## src/sgc_pkg.sv

```systemverilog
package sgc_pkg;
  // register indices on the management bus
  localparam logic [7:0] SGC_ADDR_VID_STORM_HI = 8'h06;
  localparam logic [7:0] SGC_ADDR_STORM_LO     = 8'h07;
  localparam logic [7:0] SGC_ADDR_TEST_A       = 8'h08;
  localparam logic [7:0] SGC_ADDR_TEST_B       = 8'h09;
  localparam logic [7:0] SGC_ADDR_TEST_C       = 8'h0a;
  localparam logic [7:0] SGC_ADDR_EDGE_LED_PWR = 8'h0b;

  // reset values
  localparam logic [7:0] SGC_RST_STORM_LO = 8'h4a;
  localparam logic [2:0] SGC_RST_STORM_HI = 3'h0;
  localparam logic [7:0] SGC_VAL_TEST_A   = 8'h00;
  localparam logic [7:0] SGC_VAL_TEST_B   = 8'h4c;
  localparam logic [7:0] SGC_VAL_TEST_C   = 8'h00;

  // field positions in the vid/storm-high register
  localparam int SGC_BIT_NULL_VID = 3;
  // field positions in the edge/led/power register
  localparam int SGC_BIT_P3_EDGE  = 7;
  localparam int SGC_BIT_P4_EDGE  = 6;
  localparam int SGC_BIT_PHY_PWR  = 3;
  localparam int SGC_BIT_LED_MODE = 1;
  localparam int SGC_BIT_RD_EDGE  = 0;

  // storm measuring periods
  localparam int SGC_CLK_MHZ        = 125;
  localparam int SGC_PERIOD_100M_MS = 50;
  localparam int SGC_PERIOD_10M_MS  = 500;
  localparam int SGC_CYC_100M       = SGC_PERIOD_100M_MS * 1000 * SGC_CLK_MHZ;
  localparam int SGC_CYC_10M        = SGC_PERIOD_10M_MS * 1000 * SGC_CLK_MHZ;
  localparam int SGC_PORTS          = 4;
endpackage : sgc_pkg

```

## src/sgc_regs.sv

```systemverilog
// Summary of operation
// RULE1 - null VID replaced by port VID when set
// RULE2 - threshold bits 10:8 and 7:0 from two registers
// RULE3 - period 50ms at 100M, 500ms at 10M
// RULE4 - threshold resets to 0x4a, high bits zero
// RULE5 - three test registers read 00, 4c, 00
// RULE6 - per-port rmii edge select, 1 negative
// RULE7 - led mode defaults from strap at reset; here reset loads 0 and the strap is taken on the first clock after release
// RULE8 - read data edge select, 1 rising
// RULE9 - drop broadcast blocks past threshold per period
// RULE10 - phy power save bit enables power saving
`timescale 1ns/1ns
`default_nettype none
module sgc_regs
  import sgc_pkg::*;
#(
  parameter int CYC_100M = sgc_pkg::SGC_CYC_100M,  // shorten for simulation
  parameter int CYC_10M  = sgc_pkg::SGC_CYC_10M
) (
  input  wire logic                  clk,
  input  wire logic                  rst_n,
  // register access from the management interface
  input  wire logic [7:0]            reg_addr,
  input  wire logic                  reg_wr,
  input  wire logic                  reg_rd,
  input  wire logic [7:0]            reg_wdata,
  output logic      [7:0]            reg_rdata,
  // strap
  input  wire logic                  led_mode_strap_pin,
  // vid path
  input  wire logic                  vid_valid,
  input  wire logic [11:0]           vid_in,
  input  wire logic [11:0]           port_vid,
  output logic      [11:0]           vid_out,
  output logic                       vid_out_valid,
  // storm path, one lane per input port
  input  wire logic [sgc_pkg::SGC_PORTS-1:0] bc_block,
  input  wire logic [sgc_pkg::SGC_PORTS-1:0] port_is_10m,
  output logic      [sgc_pkg::SGC_PORTS-1:0] bc_drop,
  // steering outputs
  output logic                       third_port_reduced_mii_neg_edge,
  output logic                       fourth_port_reduced_mii_neg_edge,
  output logic                       phy_power_save,
  output logic                       led_mode,
  output logic                       rd_launch_rising
);
  import sgc_pkg::*;

  logic       null_vid_q;      // null vid replacement enable
  logic [2:0] storm_hi_q;      // threshold bits 10:8
  logic [7:0] storm_lo_q;      // threshold bits 7:0
  logic       p3_edge_q;       // port 3 refclk edge
  logic       p4_edge_q;       // port 4 refclk edge
  logic       phy_pwr_q;       // phy power save
  logic       led_mode_q;      // led mapping mode
  logic       rd_edge_q;       // read data launch edge
  logic       strap_done_q;    // strap captured once after release
  logic [10:0] threshold;      // assembled storm threshold
  logic        tick_100m;      // period restart for fast ports
  logic        tick_10m;       // period restart for slow ports
  logic [SGC_PORTS-1:0] drop_d;

  // builds the full register image for a read
  function automatic logic [7:0] sgc_read(input logic [7:0] a);
    logic [7:0] r;
    r = 8'h00;
    unique case (a)
      SGC_ADDR_VID_STORM_HI: r = {4'h0, null_vid_q, storm_hi_q};
      SGC_ADDR_STORM_LO:     r = storm_lo_q;
      SGC_ADDR_TEST_A:       r = SGC_VAL_TEST_A;  // RULE5
      SGC_ADDR_TEST_B:       r = SGC_VAL_TEST_B;  // RULE5
      SGC_ADDR_TEST_C:       r = SGC_VAL_TEST_C;  // RULE5
      SGC_ADDR_EDGE_LED_PWR: r = {p3_edge_q, p4_edge_q, 2'b00, phy_pwr_q,
                                  1'b0, led_mode_q, rd_edge_q};
      default:               r = 8'h00;  // unmapped reads as zero
    endcase
    return r;
  endfunction : sgc_read

  // writable fields; test registers and reserved bits ignore writes
  always_ff @(posedge clk or negedge rst_n)
  begin
    if (!rst_n)
    begin
      null_vid_q <= 1'b0;              // RULE1
      storm_hi_q <= SGC_RST_STORM_HI;  // RULE4
      storm_lo_q <= SGC_RST_STORM_LO;  // RULE4
      p3_edge_q  <= 1'b0;              // RULE6
      p4_edge_q  <= 1'b0;              // RULE6
      phy_pwr_q  <= 1'b0;              // RULE10
      rd_edge_q  <= 1'b0;              // RULE8
    end
    else if (reg_wr)
    begin
      if (reg_addr == SGC_ADDR_VID_STORM_HI)
      begin
        null_vid_q <= reg_wdata[SGC_BIT_NULL_VID];
        storm_hi_q <= reg_wdata[2:0];  // RULE2
      end
      if (reg_addr == SGC_ADDR_STORM_LO)
        storm_lo_q <= reg_wdata;  // RULE2
      if (reg_addr == SGC_ADDR_EDGE_LED_PWR)
      begin
        p3_edge_q <= reg_wdata[SGC_BIT_P3_EDGE];  // RULE6
        p4_edge_q <= reg_wdata[SGC_BIT_P4_EDGE];  // RULE6
        phy_pwr_q <= reg_wdata[SGC_BIT_PHY_PWR];  // RULE10
        rd_edge_q <= reg_wdata[SGC_BIT_RD_EDGE];  // RULE8
      end
    end
  end

  // led mode: strap caught on the first clock after reset release,
  // since an async reset may only load a constant
  always_ff @(posedge clk or negedge rst_n)
  begin
    if (!rst_n)
    begin
      led_mode_q   <= 1'b0;
      strap_done_q <= 1'b0;
    end
    else if (!strap_done_q)
    begin
      led_mode_q   <= led_mode_strap_pin;  // RULE7
      strap_done_q <= 1'b1;
    end
    else if (reg_wr && reg_addr == SGC_ADDR_EDGE_LED_PWR)
      led_mode_q <= reg_wdata[SGC_BIT_LED_MODE];
  end

  // registered read data, valid the cycle after reg_rd
  always_ff @(posedge clk or negedge rst_n)
  begin
    if (!rst_n)
      reg_rdata <= 8'h00;
    else if (reg_rd)
      reg_rdata <= sgc_read(reg_addr);
  end

  // null vid substitution, one cycle of latency
  always_ff @(posedge clk or negedge rst_n)
  begin
    if (!rst_n)
    begin
      vid_out       <= 12'h000;
      vid_out_valid <= 1'b0;
    end
    else
    begin
      vid_out_valid <= vid_valid;
      if (null_vid_q && vid_in == 12'h000)
        vid_out <= port_vid;  // RULE1
      else
        vid_out <= vid_in;    // RULE1
    end
  end

  assign threshold = {storm_hi_q, storm_lo_q};  // RULE2

  // two period timers, one per line rate
  sgc_period_timer #(.PERIOD_CYC(CYC_100M)) u_tmr_100m (  // RULE3
    .clk   (clk),
    .rst_n (rst_n),
    .tick  (tick_100m)
  );
  sgc_period_timer #(.PERIOD_CYC(CYC_10M)) u_tmr_10m (  // RULE3
    .clk   (clk),
    .rst_n (rst_n),
    .tick  (tick_10m)
  );

  // per-port counters pick the period matching their speed
  for (genvar p = 0; p < SGC_PORTS; p++)
  begin : g_port
    sgc_storm_port u_port (
      .clk       (clk),
      .rst_n     (rst_n),
      .restart   (port_is_10m[p] ? tick_10m : tick_100m),  // RULE3
      .bc_block  (bc_block[p]),
      .threshold (threshold),
      .drop      (drop_d[p])
    );
  end

  // registered outputs
  always_ff @(posedge clk or negedge rst_n)
  begin
    if (!rst_n)
    begin
      bc_drop                          <= '0;
      third_port_reduced_mii_neg_edge  <= 1'b0;
      fourth_port_reduced_mii_neg_edge <= 1'b0;
      phy_power_save                   <= 1'b0;
      led_mode                         <= 1'b0;
      rd_launch_rising                 <= 1'b0;
    end
    else
    begin
      bc_drop                          <= drop_d;     // RULE9
      third_port_reduced_mii_neg_edge  <= p3_edge_q;  // RULE6
      fourth_port_reduced_mii_neg_edge <= p4_edge_q;  // RULE6
      phy_power_save                   <= phy_pwr_q;  // RULE10
      led_mode                         <= led_mode_q; // RULE7
      rd_launch_rising                 <= rd_edge_q;  // RULE8
    end
  end
endmodule : sgc_regs
`default_nettype wire

```

## src/sgc_period_timer.sv

```systemverilog
`timescale 1ns/1ns
`default_nettype none
// free-running period counter; emits a one-cycle restart pulse
module sgc_period_timer #(
  parameter int PERIOD_CYC = 6250000
) (
  input  wire logic clk,
  input  wire logic rst_n,
  output logic      tick
);
  logic [31:0] cnt_q;  // cycles elapsed in current period

  // count up to the period, then pulse and wrap
  always_ff @(posedge clk or negedge rst_n)
  begin
    if (!rst_n)
    begin
      cnt_q <= 32'h0;
      tick  <= 1'b0;
    end
    else if (cnt_q == 32'(PERIOD_CYC - 1))
    begin
      cnt_q <= 32'h0;
      tick  <= 1'b1;
    end
    else
    begin
      cnt_q <= cnt_q + 32'h1;
      tick  <= 1'b0;
    end
  end
endmodule : sgc_period_timer
`default_nettype wire

```

## src/sgc_storm_port.sv

```systemverilog
`timescale 1ns/1ns
`default_nettype none
// per-port broadcast block counter against the storm threshold
module sgc_storm_port (
  input  wire logic        clk,
  input  wire logic        rst_n,
  input  wire logic        restart,    // period restart pulse
  input  wire logic        bc_block,   // one broadcast 64-byte block seen
  input  wire logic [10:0] threshold,
  output logic             drop        // block must be dropped
);
  logic [10:0] cnt_q;  // blocks admitted this period

  // drop once threshold reached; saturates so it never wraps
  always_comb
  begin
    drop = bc_block && (cnt_q >= threshold);  // RULE9
  end

  // count admitted blocks, cleared at each period restart
  always_ff @(posedge clk or negedge rst_n)
  begin
    if (!rst_n)
      cnt_q <= 11'h0;
    else if (restart)
      cnt_q <= 11'h0;  // RULE9
    else if (bc_block && !drop)
      cnt_q <= cnt_q + 11'h1;
  end
endmodule : sgc_storm_port
`default_nettype wire

```

## config.mk

```make
export PLATFORM = sky130hd
export DESIGN_NAME = sgc_regs
export DESIGN_NICKNAME = d
export VERILOG_FILES = /design/src/sgc_pkg.sv /design/src/sgc_regs.sv /design/src/sgc_period_timer.sv /design/src/sgc_storm_port.sv
export SDC_FILE = /design/constraint.sdc
export NUM_CORES = 1
export LEC_CHECK = 0
export BUFFER_PORTS_ARGS = -buffer_cell sky130_fd_sc_hd__buf_2
export CAP_MARGIN = 20
export CORE_MARGIN = 1.5
export CORE_UTILIZATION = 60
export CTS_CLUSTER_DIAMETER = 100
export DETAILED_ROUTE_END_ITERATION = 8
export PLACE_DENSITY = 0.86
export SLEW_MARGIN = 20
export SYNTH_ARGS = -nofsm -noshare
export SYNTH_HDL_FRONTEND = slang
export SYNTH_SLANG_ARGS = --single-unit
```

## constraint.sdc

```tcl
create_clock -name clk -period 2.7 [get_ports clk]
set_input_delay 0 -clock clk [delete_from_list [all_inputs] [get_ports clk]]
set_output_delay 0 -clock clk [all_outputs]
set_load 0.02 [all_outputs]
```

==> results of run 1 <==
logic make-up after synthesis:
| family | after synthesis |
|---|---|
| AND/OR/NAND/NOR | 322 |
| flip-flops | 158 |
| AO/OA/AOI/OAI | 141 |
| XOR/XNOR | 58 |
| adder cells (fa/ha/maj) | 50 |
| buffers and inverters | 45 |
| multiplexers | 36 |
| other | 1 |
final timing paths:
| kind | from | endpoint | cells after the start |
|---|---|---|---|
| worst min-delay path | port_is_10m[3] | g_port[3].u_port.cnt_q[0] | 4 |
| min in group asynchronous | rst_n | reg_rdata[3] | 2 |
| worst min register to register | phy_pwr_q | phy_power_save | 0 |
| worst max register to register | storm_lo_q[6] | g_port[1].u_port.cnt_q[10] | 8 |
| max in group asynchronous | rst_n | u_tmr_100m.cnt_q[21] | 3 |
| worst max-delay path | storm_lo_q[6] | g_port[1].u_port.cnt_q[10] | 8 |
worst reg2reg max path: cells and delay by family (launching register included):
kind	cells	cell delay, ns
compound gates	1	0.66
fa+ha+maj	1	0.31
buf+inv	2	0.22
flops	1	0.54
mux	1	0.30
simple gates	3	0.55
cells in the final DEF (no fill, tap or decap), drive strengths merged, types with 5 or more instances in the layout:
cell type / count
inv: 27
a31oi: 6
nor4: 15
buf: 98
nor2: 59
xor2: 27
nor3: 9
or4: 23
and3: 24
a21o: 16
nand2: 63
o21ai: 25
o31ai: 22
xnor2: 31
and4: 6
dlygate4sd3: 40
nand3: 62
mux2i: 19
nand2b: 15
nand4: 19
a21oi: 38
ha: 50
nor4b: 5
dfrtp: 155
clkbuf: 24
mux2: 17
sequential cells by signal (all words and copies together) (netlist names), 3 cells and up:
| name | flops |
|---|---|
| bc_drop | 4 |
| g_port.u_port.cnt_q | 44 |
| reg_rdata | 8 |
| storm_hi_q | 3 |
| storm_lo_q | 8 |
| u_tmr_100m.cnt_q | 32 |
| u_tmr_10m.cnt_q | 32 |
| vid_out | 12 |
layout make-up:
class / count / share of cell area
multi-input combinational: 608 / 0.421
antenna: 1 / 0.000251
inverter: 27 / 0.0102
clock inverter: 6 / 0.00615
sequential: 158 / 0.397
tap: 176 / 0.0221
clock buffer: 24 / 0.0483
timing repair buffer: 138 / 0.0950
cells in the mapped netlist, types with 9 or more instances:
| cell type | count |
|---|---|
| clkbuf_1 | 13 |
| ha_1 | 50 |
| nor4_1 | 12 |
| a21o_1 | 16 |
| and3_1 | 24 |
| inv_1 | 27 |
| or4_1 | 23 |
| nand2_1 | 62 |
| mux2i_1 | 19 |
| xor2_1 | 27 |
| o31ai_1 | 22 |
| nand2b_1 | 15 |
| dfrtp_1 | 155 |
| nor2_1 | 58 |
| mux2_2 | 9 |
| nand3_1 | 62 |
| a21oi_1 | 38 |
| xnor2_1 | 31 |
| o21ai_0 | 23 |
| nand4_1 | 19 |
per-stage QoR:
stage	cells	utilization	area, sq um
finish	1138	0.744	9970
global route	1138	0.744	9970
CTS	1137	0.744	9970
detailed placement	1067	0.673	9020
global placement	1067	0.673	9020
floorplan	811	-	8330
power groups by stage:
stage	sequential, W	clock (W)	combinational [W]
after detailed placement	0.00288	0	0.00112
after floorplan	0.00282	0	0.000792
final	0.00286	0.00224	0.00123
after CTS	0.00284	0.00225	0.00119
after global placement	0.00287	0	0.00105
after global routing	0.00289	0.00235	0.00138
what timing repair did:
item	CTS	global route
hold endpoints to repair	115	0
gates resized for setup	0	1
hold buffers	40	0
endpoints found under the setup margin	0	1
buffers inserted	0	0
layer usage:
metal | vias to the layer above | part of all wire
li1 | 3260 | -
met4 | 2 | 0.024
met2 | 291 | 0.50
met1 | 3388 | 0.41
met3 | 57 | 0.063
met5 | - | 0.00065
==> out/qor.csv, run 1 <==
metric;value;unit
grt-busiest-layer;met2;
synth_edf_count;0;
sw_frac_of_total;0.293;
period_needed;2.68;ns
vias;6998;
htreeDepth;4;
clk_pin_slew;0.06;ns
met1_usage;0.362;
place_congestion;0.849;
power.density;634;nW/um^2
avgSynthCellArea;10.3;sq um
worstMarginPinSlew;0.910;ns
slowest_stage;o21ai_0;
fin_ws;0.0198;ns
seqPwrFrac;0.452;
cts_tree;done;
max-slew-margin-rel;0.376;
fin_hold_ws;0.00924;ns
r2r_setup_slack;0.02;ns
rows;42;
rsz0062_at_grt;false;
fmax;0.373;GHz
ys_types;63;
path_max_fanout;6;
worst-path-buf-inv;2;
synthesis.area;8330;sq um
cap_violations;0;
power.switching;0.00185;W
cts_buffer_depth;2;
maxSlewViolCount;0;
cts_buffers;17;
die_area;14600;sq um
critical_path_arrival;2.99;ns
yosys.area_share.simple;0.210;
setup_viol;0;
path_delay_family;compound AO/OA/AOI/OAI gates;
synth_fa_ha_area_frac;0.0751;
yosys_warnings;0;
synth.area.top_cells;dfrtp_1 47%, ha_1 7.5%, nand3_1 3.7%;
nFillCells;888;
hpwl;12.6;mm
peakVddDrop;0.628;mV
grt_usage;0.284;
ys_ff_latch;158;
drive_above_1_share;0.156;
fin_crit_sh;0.993;
finalPower;0.00632;W
clock_skew;0.00728;ns
synthXorXnorAreaFrac;0.0610;
die_w;121;um
start_util;0.622;
endpoint_kind;flop;
grt_antenna_before_repair;2;
cp_slowest_stage_delay;0.66;ns
antenna_left;0;
p_int;0.00447;W
seq_area;3960;sq um
grt_pass1_wl;32.6;mm
syn-num-nets;915;
outcome;complete, no violations;
synthMuxAreaShare;0.0458;
hold_viol;0;
grt_use_met3;0.0575;
viasPerCell;6.15;
async_flop_share;1.00;
place_ws;0.116;ns
comb_power_share;0.194;
grt_max_degree;75;
tns;0;ns
globalRouteOverflowTotal;0;
crit_type;flop to flop;
io_buffers;83;
synthFlopType;dfrtp_1;
synth_area_leader_cell;dfrtp_1;
leakagePower;4.79;nW
cp-start-kind;flop;
numClockSinks;158;
multi_input_area;4200;sq um
io_pins;84;
grt_pass1_vias;6800;
core-area;13400;sq um
first_iter_violations;604;
yosysTopAreaCellShare;0.466;
use_met2;0.481;
final_nets;1054;
cp.required;3.01;ns
dieHeight;121;um
syn_inst;811;
drtPass1Iterations;6;
p_clk_frac;0.354;
routed_wl;19.9;mm
worstPathCellList;inv_1 > buf_4 > ha_1 > and3_1 > nand4_1 > o21ai_0 > nor4_2 > mux2i_1;
worstSkewPairLatency;0.42;ns
area_delta_synth_final;19.7;%
synth_top_family_by_area;simple AND/OR/NAND/NOR gates;
ys_seq_area_frac;0.475;
root_buffer;clkbuf_16;
wl_per_cell;17.5;um
hold_path.class;input pin to flop;
drc;0;
synth_compound_area_frac;0.112;
No activity file was read; power rests on OpenSTA's default activity.
==> run 2, diff against run 1 <==
==> constraint.sdc (replaced) <==
create_clock -name clk -period 2.5 [get_ports clk]
set_input_delay 0 -clock clk [delete_from_list [all_inputs] [get_ports clk]]
set_output_delay 0 -clock clk [all_outputs]
set_load 0.02 [all_outputs]
==> run 2 against run 1 <==
Against the previous run:
- final cell count increased by 1.1%
- routed wire length increased by 6.4%
- critical path depth decreased by 1
- clock-buffer cell count decreased by 3
- register-to-register slack about the same
- setup slack improved by 0.00079 ns
- clock skew increased by 0.0027 ns
- critical endpoint unchanged
- largest cell class unchanged
- largest power group unchanged
- highest routed layer unchanged
==> out/qor.csv, run 2 (synthesis results as in run 1) <==
metric;value;unit;change
outcome;complete, no violations;;
htreeDepth;4;;unchanged
crit_type;flop to flop;;
cp_slowest_stage_delay;0.54;ns;-0.12 ns
clk_pin_slew;0.06;ns;about the same
peakVddDrop;0.536;mV;-15%
final_common_cell;dfrtp_1;;
reg.largest.list;g_port.u_port.cnt_q (44), u_tmr_100m.cnt_q (32), u_tmr_10m.cnt_q (32);;
layout_common_cells;155 x dfrtp_1, 82 x buf_2, 62 x nand2_1, 62 x nand3_1, 58 x nor2_1;;
place_ws;-0.117;ns;-0.232 ns
period_needed;2.48;ns;-0.201 ns
first_iter_violations;655;;+8.4%
area_delta_synth_final;22.2;%;
diodes;0;;-1
vias;7210;;+3.0%
worst-path-buf-inv;1;;-1
antenna_left;0;;unchanged
hold_viol;0;;unchanged
cp-start-kind;flop;;
final_nets;1067;;+1.2%
leakagePower;4.88;nW;+2.0%
start_util;0.622;;unchanged
viasPerCell;6.27;;+2.0%
cts_tree;done;;
hold_path.class;input pin to flop;;
core-area;13400;sq um;unchanged
fin_ws;0.0206;ns;+0.000790 ns
root_buffer;clkbuf_16;;
final_area;10200;sq um;+2.1%
maxSlewViolCount;0;;unchanged
cap_violations;0;;unchanged
clock_skew;0.0100;ns;+0.00272 ns
worstPathCellList;inv_1 > ha_1 > a21o_1 > a31oi_2 > o21ai_0 > nor4_1 > mux2i_1;;
fin_crit_sh;0.992;;about the same
cts_buffers;17;;unchanged
power.density;707;nW/um^2;+11%
die_area;14600;sq um;unchanged
grt_max_degree;69;;-8.0%
wl_per_cell;18.4;um;+5.3%
endpoint_kind;flop;;
max-slew-margin-rel;0.410;;+0.0337
worstMarginPinSlew;0.861;ns;-0.0491 ns
finalPower;0.00720;W;+14%
grt_pass1_wl;35.0;mm;+7.4%
grt_pass1_vias;7273;;+7.0%
critical_path_arrival;2.83;ns;-0.16 ns
grt_usage;0.305;;+0.0213
path_max_fanout;6;;unchanged
place_congestion;0.924;;+8.9%
rows;42;;unchanged
globalRouteOverflowTotal;0;;unchanged
drc;0;;unchanged
fmax;0.403;GHz;+8.1%
dieHeight;121;um;unchanged
drive_above_1_share;0.182;;+0.0256
numClockSinks;158;;unchanged
io_buffers;83;;unchanged
routed_wl;21.2;mm;+6.4%
cts_buffer_depth;2;;unchanged
slowest_stage;dfstp_2;;
cp.required;2.85;ns;-0.16 ns
largest_reg_flops;44;;unchanged
die_w;121;um;unchanged
largest-register;g_port.u_port.cnt_q;;
io_pins;84;;unchanged
setup_viol;0;;unchanged
grt_antenna_before_repair;1;;-1
path_delay_family;compound AO/OA/AOI/OAI gates;;
worstSkewPairLatency;0.44;ns;+0.02 ns
dpl_cell_area;9070;sq um;+0.58%
fin_hold_ws;0.0172;ns;+0.00792 ns
hpwl;13.2;mm;+5.3%
drtPass1Iterations;7;;+1
nFillCells;842;;-5.2%
==> run 2: area by class of cell <==
class / instances / area (sq um) / share of cell area
Clock buffer: 21 / 470 / 0.0462
Clock inverter: 9 / 134 / 0.0131
Inverter: 27 / 101 / 0.00995
Multi-Input combinational cell: 609 / 4260 / 0.418
Sequential cell: 158 / 3960 / 0.389
Tap cell: 176 / 220 / 0.0216
Timing Repair Buffer: 150 / 1040 / 0.102
==> run 2: where the power goes <==
group	leakage, nW	switching, W	internal, W
logic	2.53	0.000775	0.000645
clock network	0.296	0.00104	0.00164
registers	2.06	0.000307	0.00279
total	4.88	0.00212	0.00507
==> run 2: final timing paths <==
check                                             end           start  slack, ns  depth (start not counted)
min in group asynchronous            rd_launch_rising           rst_n       0.14                          2
max in group asynchronous          u_tmr_10m.cnt_q[0]           rst_n       1.59                          3
setup reg to reg           g_port[1].u_port.cnt_q[10]   storm_lo_q[1]       0.02                          7
setup / recovery           g_port[1].u_port.cnt_q[10]   storm_lo_q[1]       0.02                          7
hold / removal              g_port[1].u_port.cnt_q[4]  port_is_10m[1]       0.02                          3
hold reg to reg                      rd_launch_rising       rd_edge_q       0.40                          0
==> run 2: metrics by stage <==
step | util | instances | TNS, ns
after global routing | 0.760 | 1150 | -0.174
after global placement | 0.677 | 1074 | 0
after floorplan | - | 811 | 0
after CTS | 0.756 | 1147 | 0
after detailed placement | 0.677 | 1074 | -0.490
final | 0.760 | 1150 | 0
==> run 2: timing repair <==
item	CTS	global route
endpoints found under the hold margin	112	0
gates cloned	0	1
hold buffers	42	0
setup buffers	1	2
setup endpoints to repair	10	17
resized for setup	4	12
pin swaps	1	7
==> run 2: worst reg2reg max path, stage by stage, from the launching register on <==
cell,delay (ns)
dfstp_2,0.54
inv_1,0.13
ha_1,0.25
a21o_1,0.21
a31oi_2,0.25
o21ai_0,0.30
nor4_1,0.48
mux2i_1,0.24
==> run 2: routing by layer <==
| metal | vias to the layer above | global-route usage | share of wire |
|---|---|---|---|
| met5 | - | 0 | 0.00061 |
| met4 | 2 | 0.145 | 0.041 |
| met3 | 93 | 0.0717 | 0.065 |
| met2 | 326 | 0.515 | 0.49 |
| met1 | 3497 | 0.369 | 0.40 |
| li1 | 3292 | - | - |
==> run 3, diff against run 2 <==
--- a/config.mk
+++ b/config.mk
@@ -11,8 +11,9 @@
 export CORE_UTILIZATION = 60
 export CTS_CLUSTER_DIAMETER = 100
 export DETAILED_ROUTE_END_ITERATION = 8
-export PLACE_DENSITY = 0.86
+export PLACE_DENSITY = 0.85
 export SLEW_MARGIN = 20
 export SYNTH_ARGS = -nofsm -noshare
 export SYNTH_HDL_FRONTEND = slang
+export SYNTH_HIERARCHICAL = 1
 export SYNTH_SLANG_ARGS = --single-unit
==> run 3 against run 2 <==
Against the previous run:
- critical path type unchanged
- utilization increased by 0.28 points
- design area increased by 9.7%
- sequential share of layout area decreased by 3.4 points
- the run now ends with DRC, setup timing left
- largest power group unchanged
- synthesized cell count increased by 11%
==> out/qor.csv, run 3 <==
metric;value;unit;change
outcome;finished, violations left;;
violations;DRC, setup timing;;
antenna_left;0;;unchanged
seqPwrFrac;0.435;;+0.005
fin_crit_sh;1.05;;+0.0583
cp.required;2.82;ns;-0.03 ns
synth.most_common_cell;dfrtp_1;;
hold_viol;0;;unchanged
final_common_cell;dfrtp_1;;
worst-path-buf-inv;1;;unchanged
critical_path_arrival;2.95;ns;+0.12 ns
path_delay_family;simple AND/OR/NAND/NOR gates;;
power.density;627;nW/um^2;-11%
io_buffers;83;;unchanged
ys_ff_latch;158;;unchanged
comb_power_share;0.201;;+0.004
grt_pass1_vias;8321;;+14%
cts_buffers;17;;unchanged
routed_wl;27.2;mm;+28%
maxSlewViolCount;0;;unchanged
ys_types;71;;+13%
start_util;0.619;;-0.00316
synth_commonest_cells;155 x dfrtp_1, 73 x inv_1, 60 x a21oi_1, 56 x nand3_1, 50 x ha_1;;
die_area;15800;sq um;+8.5%
worstPathCellList;inv_1 > ha_1 > nand2_1 > o21ai_0 > and4_1 > nor3_2 > mux2_2;;
max-slew-margin-rel;0.431;;+0.0209
drc;3;;+3
root_buffer;clkbuf_16;;
area_delta_synth_final;23.3;%;
core-area;14600;sq um;+9.3%
hpwl;15.0;mm;+14%
synth_area_leader_cell;dfrtp_1;;
rsz0062_at_grt;true;;
cts_tree;done;;
yosysTopAreaCellShare;0.428;;-0.0374
seq_area;3960;sq um;+0.16%
ys_seq_area_frac;0.437;;-0.0381
synthesis.area;9060;sq um;+8.7%
leakagePower;4.84;nW;-0.92%
grt_antenna_before_repair;0;;-1
drive_above_1_share;0.268;;+0.0862
clock_skew;0.0139;ns;+0.00394 ns
period_needed;2.63;ns;+0.146 ns
numClockSinks;158;;unchanged
largest_reg_flops;44;;unchanged
place_congestion;0.882;;-4.5%
ff2ff_path_depth;7;;unchanged
fin_ws;-0.125;ns;-0.146 ns
r2r_setup_slack;-0.13;ns;-0.15 ns
syn_inst;897;;+11%
wl_per_cell;21.6;um;+17%
cts_buffer_depth;2;;unchanged
rr_endpoint;g_port[0].u_port/cnt_q[10];;
worstSkewPairLatency;0.44;ns;about the same
peakVddDrop;0.549;mV;+2.4%
yosys_warnings;6;;+6
async_flop_share;1.00;;unchanged
rows;44;;+4.8%
slowest_stage;dfstp_2;;
reg.largest.list;g_port.u_port/cnt_q (44), u_tmr_100m/cnt_q (32), u_tmr_10m/cnt_q (32);;
p_clk_frac;0.365;;-0.008
largest-register;g_port.u_port/cnt_q;;
avgSynthCellArea;10.1;sq um;-1.7%
multi_input_area;4890;sq um;+15%
hold_path.class;input pin to async pin;;
sw_frac_of_total;0.313;;+0.0178
grt_usage;0.330;;+0.0249
path_max_fanout;12;;+6
globalRouteOverflowTotal;0;;unchanged
grt_pass1_wl;41.6;mm;+19%
cap_violations;0;;unchanged
power.switching;0.00219;W;+3.2%
first_iter_violations;869;;+33%
die_w;126;um;+4.2%
crit_type;flop to flop;;
worstMarginPinSlew;0.852;ns;-0.00860 ns
final_nets;1166;;+9.3%
setup_viol;13;;+13
htreeDepth;4;;unchanged
viasPerCell;6.72;;+7.3%
layout_common_cells;150 x dfrtp_1, 82 x buf_2, 71 x inv_1;;
synthFlopType;dfrtp_1;;
cp-start-kind;flop;;
clk_pin_slew;0.07;ns;about the same
final_core_util;0.763;;+0.00278
synth.area.top_cells;dfrtp_1 43%, ha_1 6.9%, mux2_2 4.0%;;
diodes;0;;unchanged
finalPower;0.00701;W;-2.7%
syn-num-nets;1001;;+9.4%
endpoint_kind;flop;;
io_pins;84;;unchanged
p_int;0.00481;W;-5.1%
vias;8466;;+17%
fmax;0.381;GHz;-5.5%
nFillCells;856;;+1.7%
cp_slowest_stage_delay;0.67;ns;+0.13 ns
drtPass1Iterations;9;;+2
regToRegStartpoint;storm_lo_q[1];;
grt_max_degree;73;;+5.8%
dieHeight;126;um;+4.2%
synth_edf_count;0;;unchanged
## run 3: changes by cell type in the layout (fill, tap and decap cells not counted), sizes merged, moves of 10 or more
cell | before | now
inv | 29 | 76
a21oi | 38 | 60
nor2b | 4 | 25
nand2 | 63 | 43
nand4 | 19 | 39
nor3 | 9 | 28
mux2i | 19 | 1
xnor2 | 31 | 15
mux2 | 17 | 32
nor2 | 59 | 44
nand2b | 15 | 1
dlygate4sd3 | 42 | 53
and4 | 6 | 16
buf | 108 | 118
## run 3: final cells by class
cell class	count	share of cell area
tap	184	0.0206
multi-input combinational	641	0.438
clock inverter	11	0.00974
sequential	158	0.355
timing repair buffer	171	0.111
clock buffer	21	0.0412
inverter	73	0.0245
## run 3: worst max-delay path by stage
stage	from	end	depth (start not counted)
6_report	storm_lo_q[1]	g_port[0].u_port/cnt_q[10]	7
5_1_grt	storm_lo_q[1]	g_port[0].u_port/cnt_q[10]	7
4_1_cts	storm_lo_q[6]	g_port[3].u_port/cnt_q[8]	8
3_5_place_dp	storm_lo_q[6]	g_port[0].u_port/cnt_q[5]	7
3_3_place_gp	storm_lo_q[6]	g_port[3].u_port/cnt_q[8]	7
2_1_floorplan	storm_lo_q[6]	g_port[0].u_port/cnt_q[5]	8
## run 3: power groups by stage
stage	clock, W	sequential, W	combinational [W]
after detailed placement	0	0.00305	0.00111
after CTS	0.00253	0.00301	0.00122
after global placement	0	0.00304	0.00103
after global routing	0.00269	0.00306	0.00154
after floorplan	0	0.00299	0.000776
final	0.00255	0.00305	0.00141
## run 3: per-stage QoR
step                hold WS, ns  TNS (ns)  std cells  instance area (sq um)  setup WS [ns]
finish                   0.0821    -0.591       1259                  11200         -0.125
global route             0.0953     -1.64       1259                  11200         -0.135
CTS                      0.0611   -0.0252       1254                  10900        -0.0122
detailed placement      -0.0313    -0.474       1158                   9710        -0.0663
global placement        -0.0323         0       1158                   9710         0.0253
floorplan                -0.296         0        897                   9060          0.108
## run 3: per-layer routing
layer  track usage  part of all wire  up-vias
met2         0.560              0.49      521
li1              -                 -     3645
met5             0                 0        -
met1         0.380              0.37     4123
met3        0.0824             0.081      177
met4         0.193             0.061        0
## run 3: kinds of logic (layout without fill, tap and decap cells)
family / count (synthesis) / after routing / synth area share
XOR/XNOR: 45 / 45 / 0.0435
adder cells (fa/ha/maj): 50 / 50 / 0.0691
AO/OA/AOI/OAI: 172 / 174 / 0.138
buffers and inverters: 100 / 276 / 0.0496
flip-flops: 158 / 158 / 0.437
multiplexers: 33 / 33 / 0.0409
AND/OR/NAND/NOR: 338 / 338 / 0.221
other: 1 / 1 / 0.000414
## run 3: repair_timing
action                     in CTS  in global routing
hold endpoints to repair      122                  0
buffers inserted                9                  5
pin swaps                      11                 29
hold buffers                   53                  0
setup endpoints to repair      21                 28
cloned                          2                  0
resized for setup               6                 51
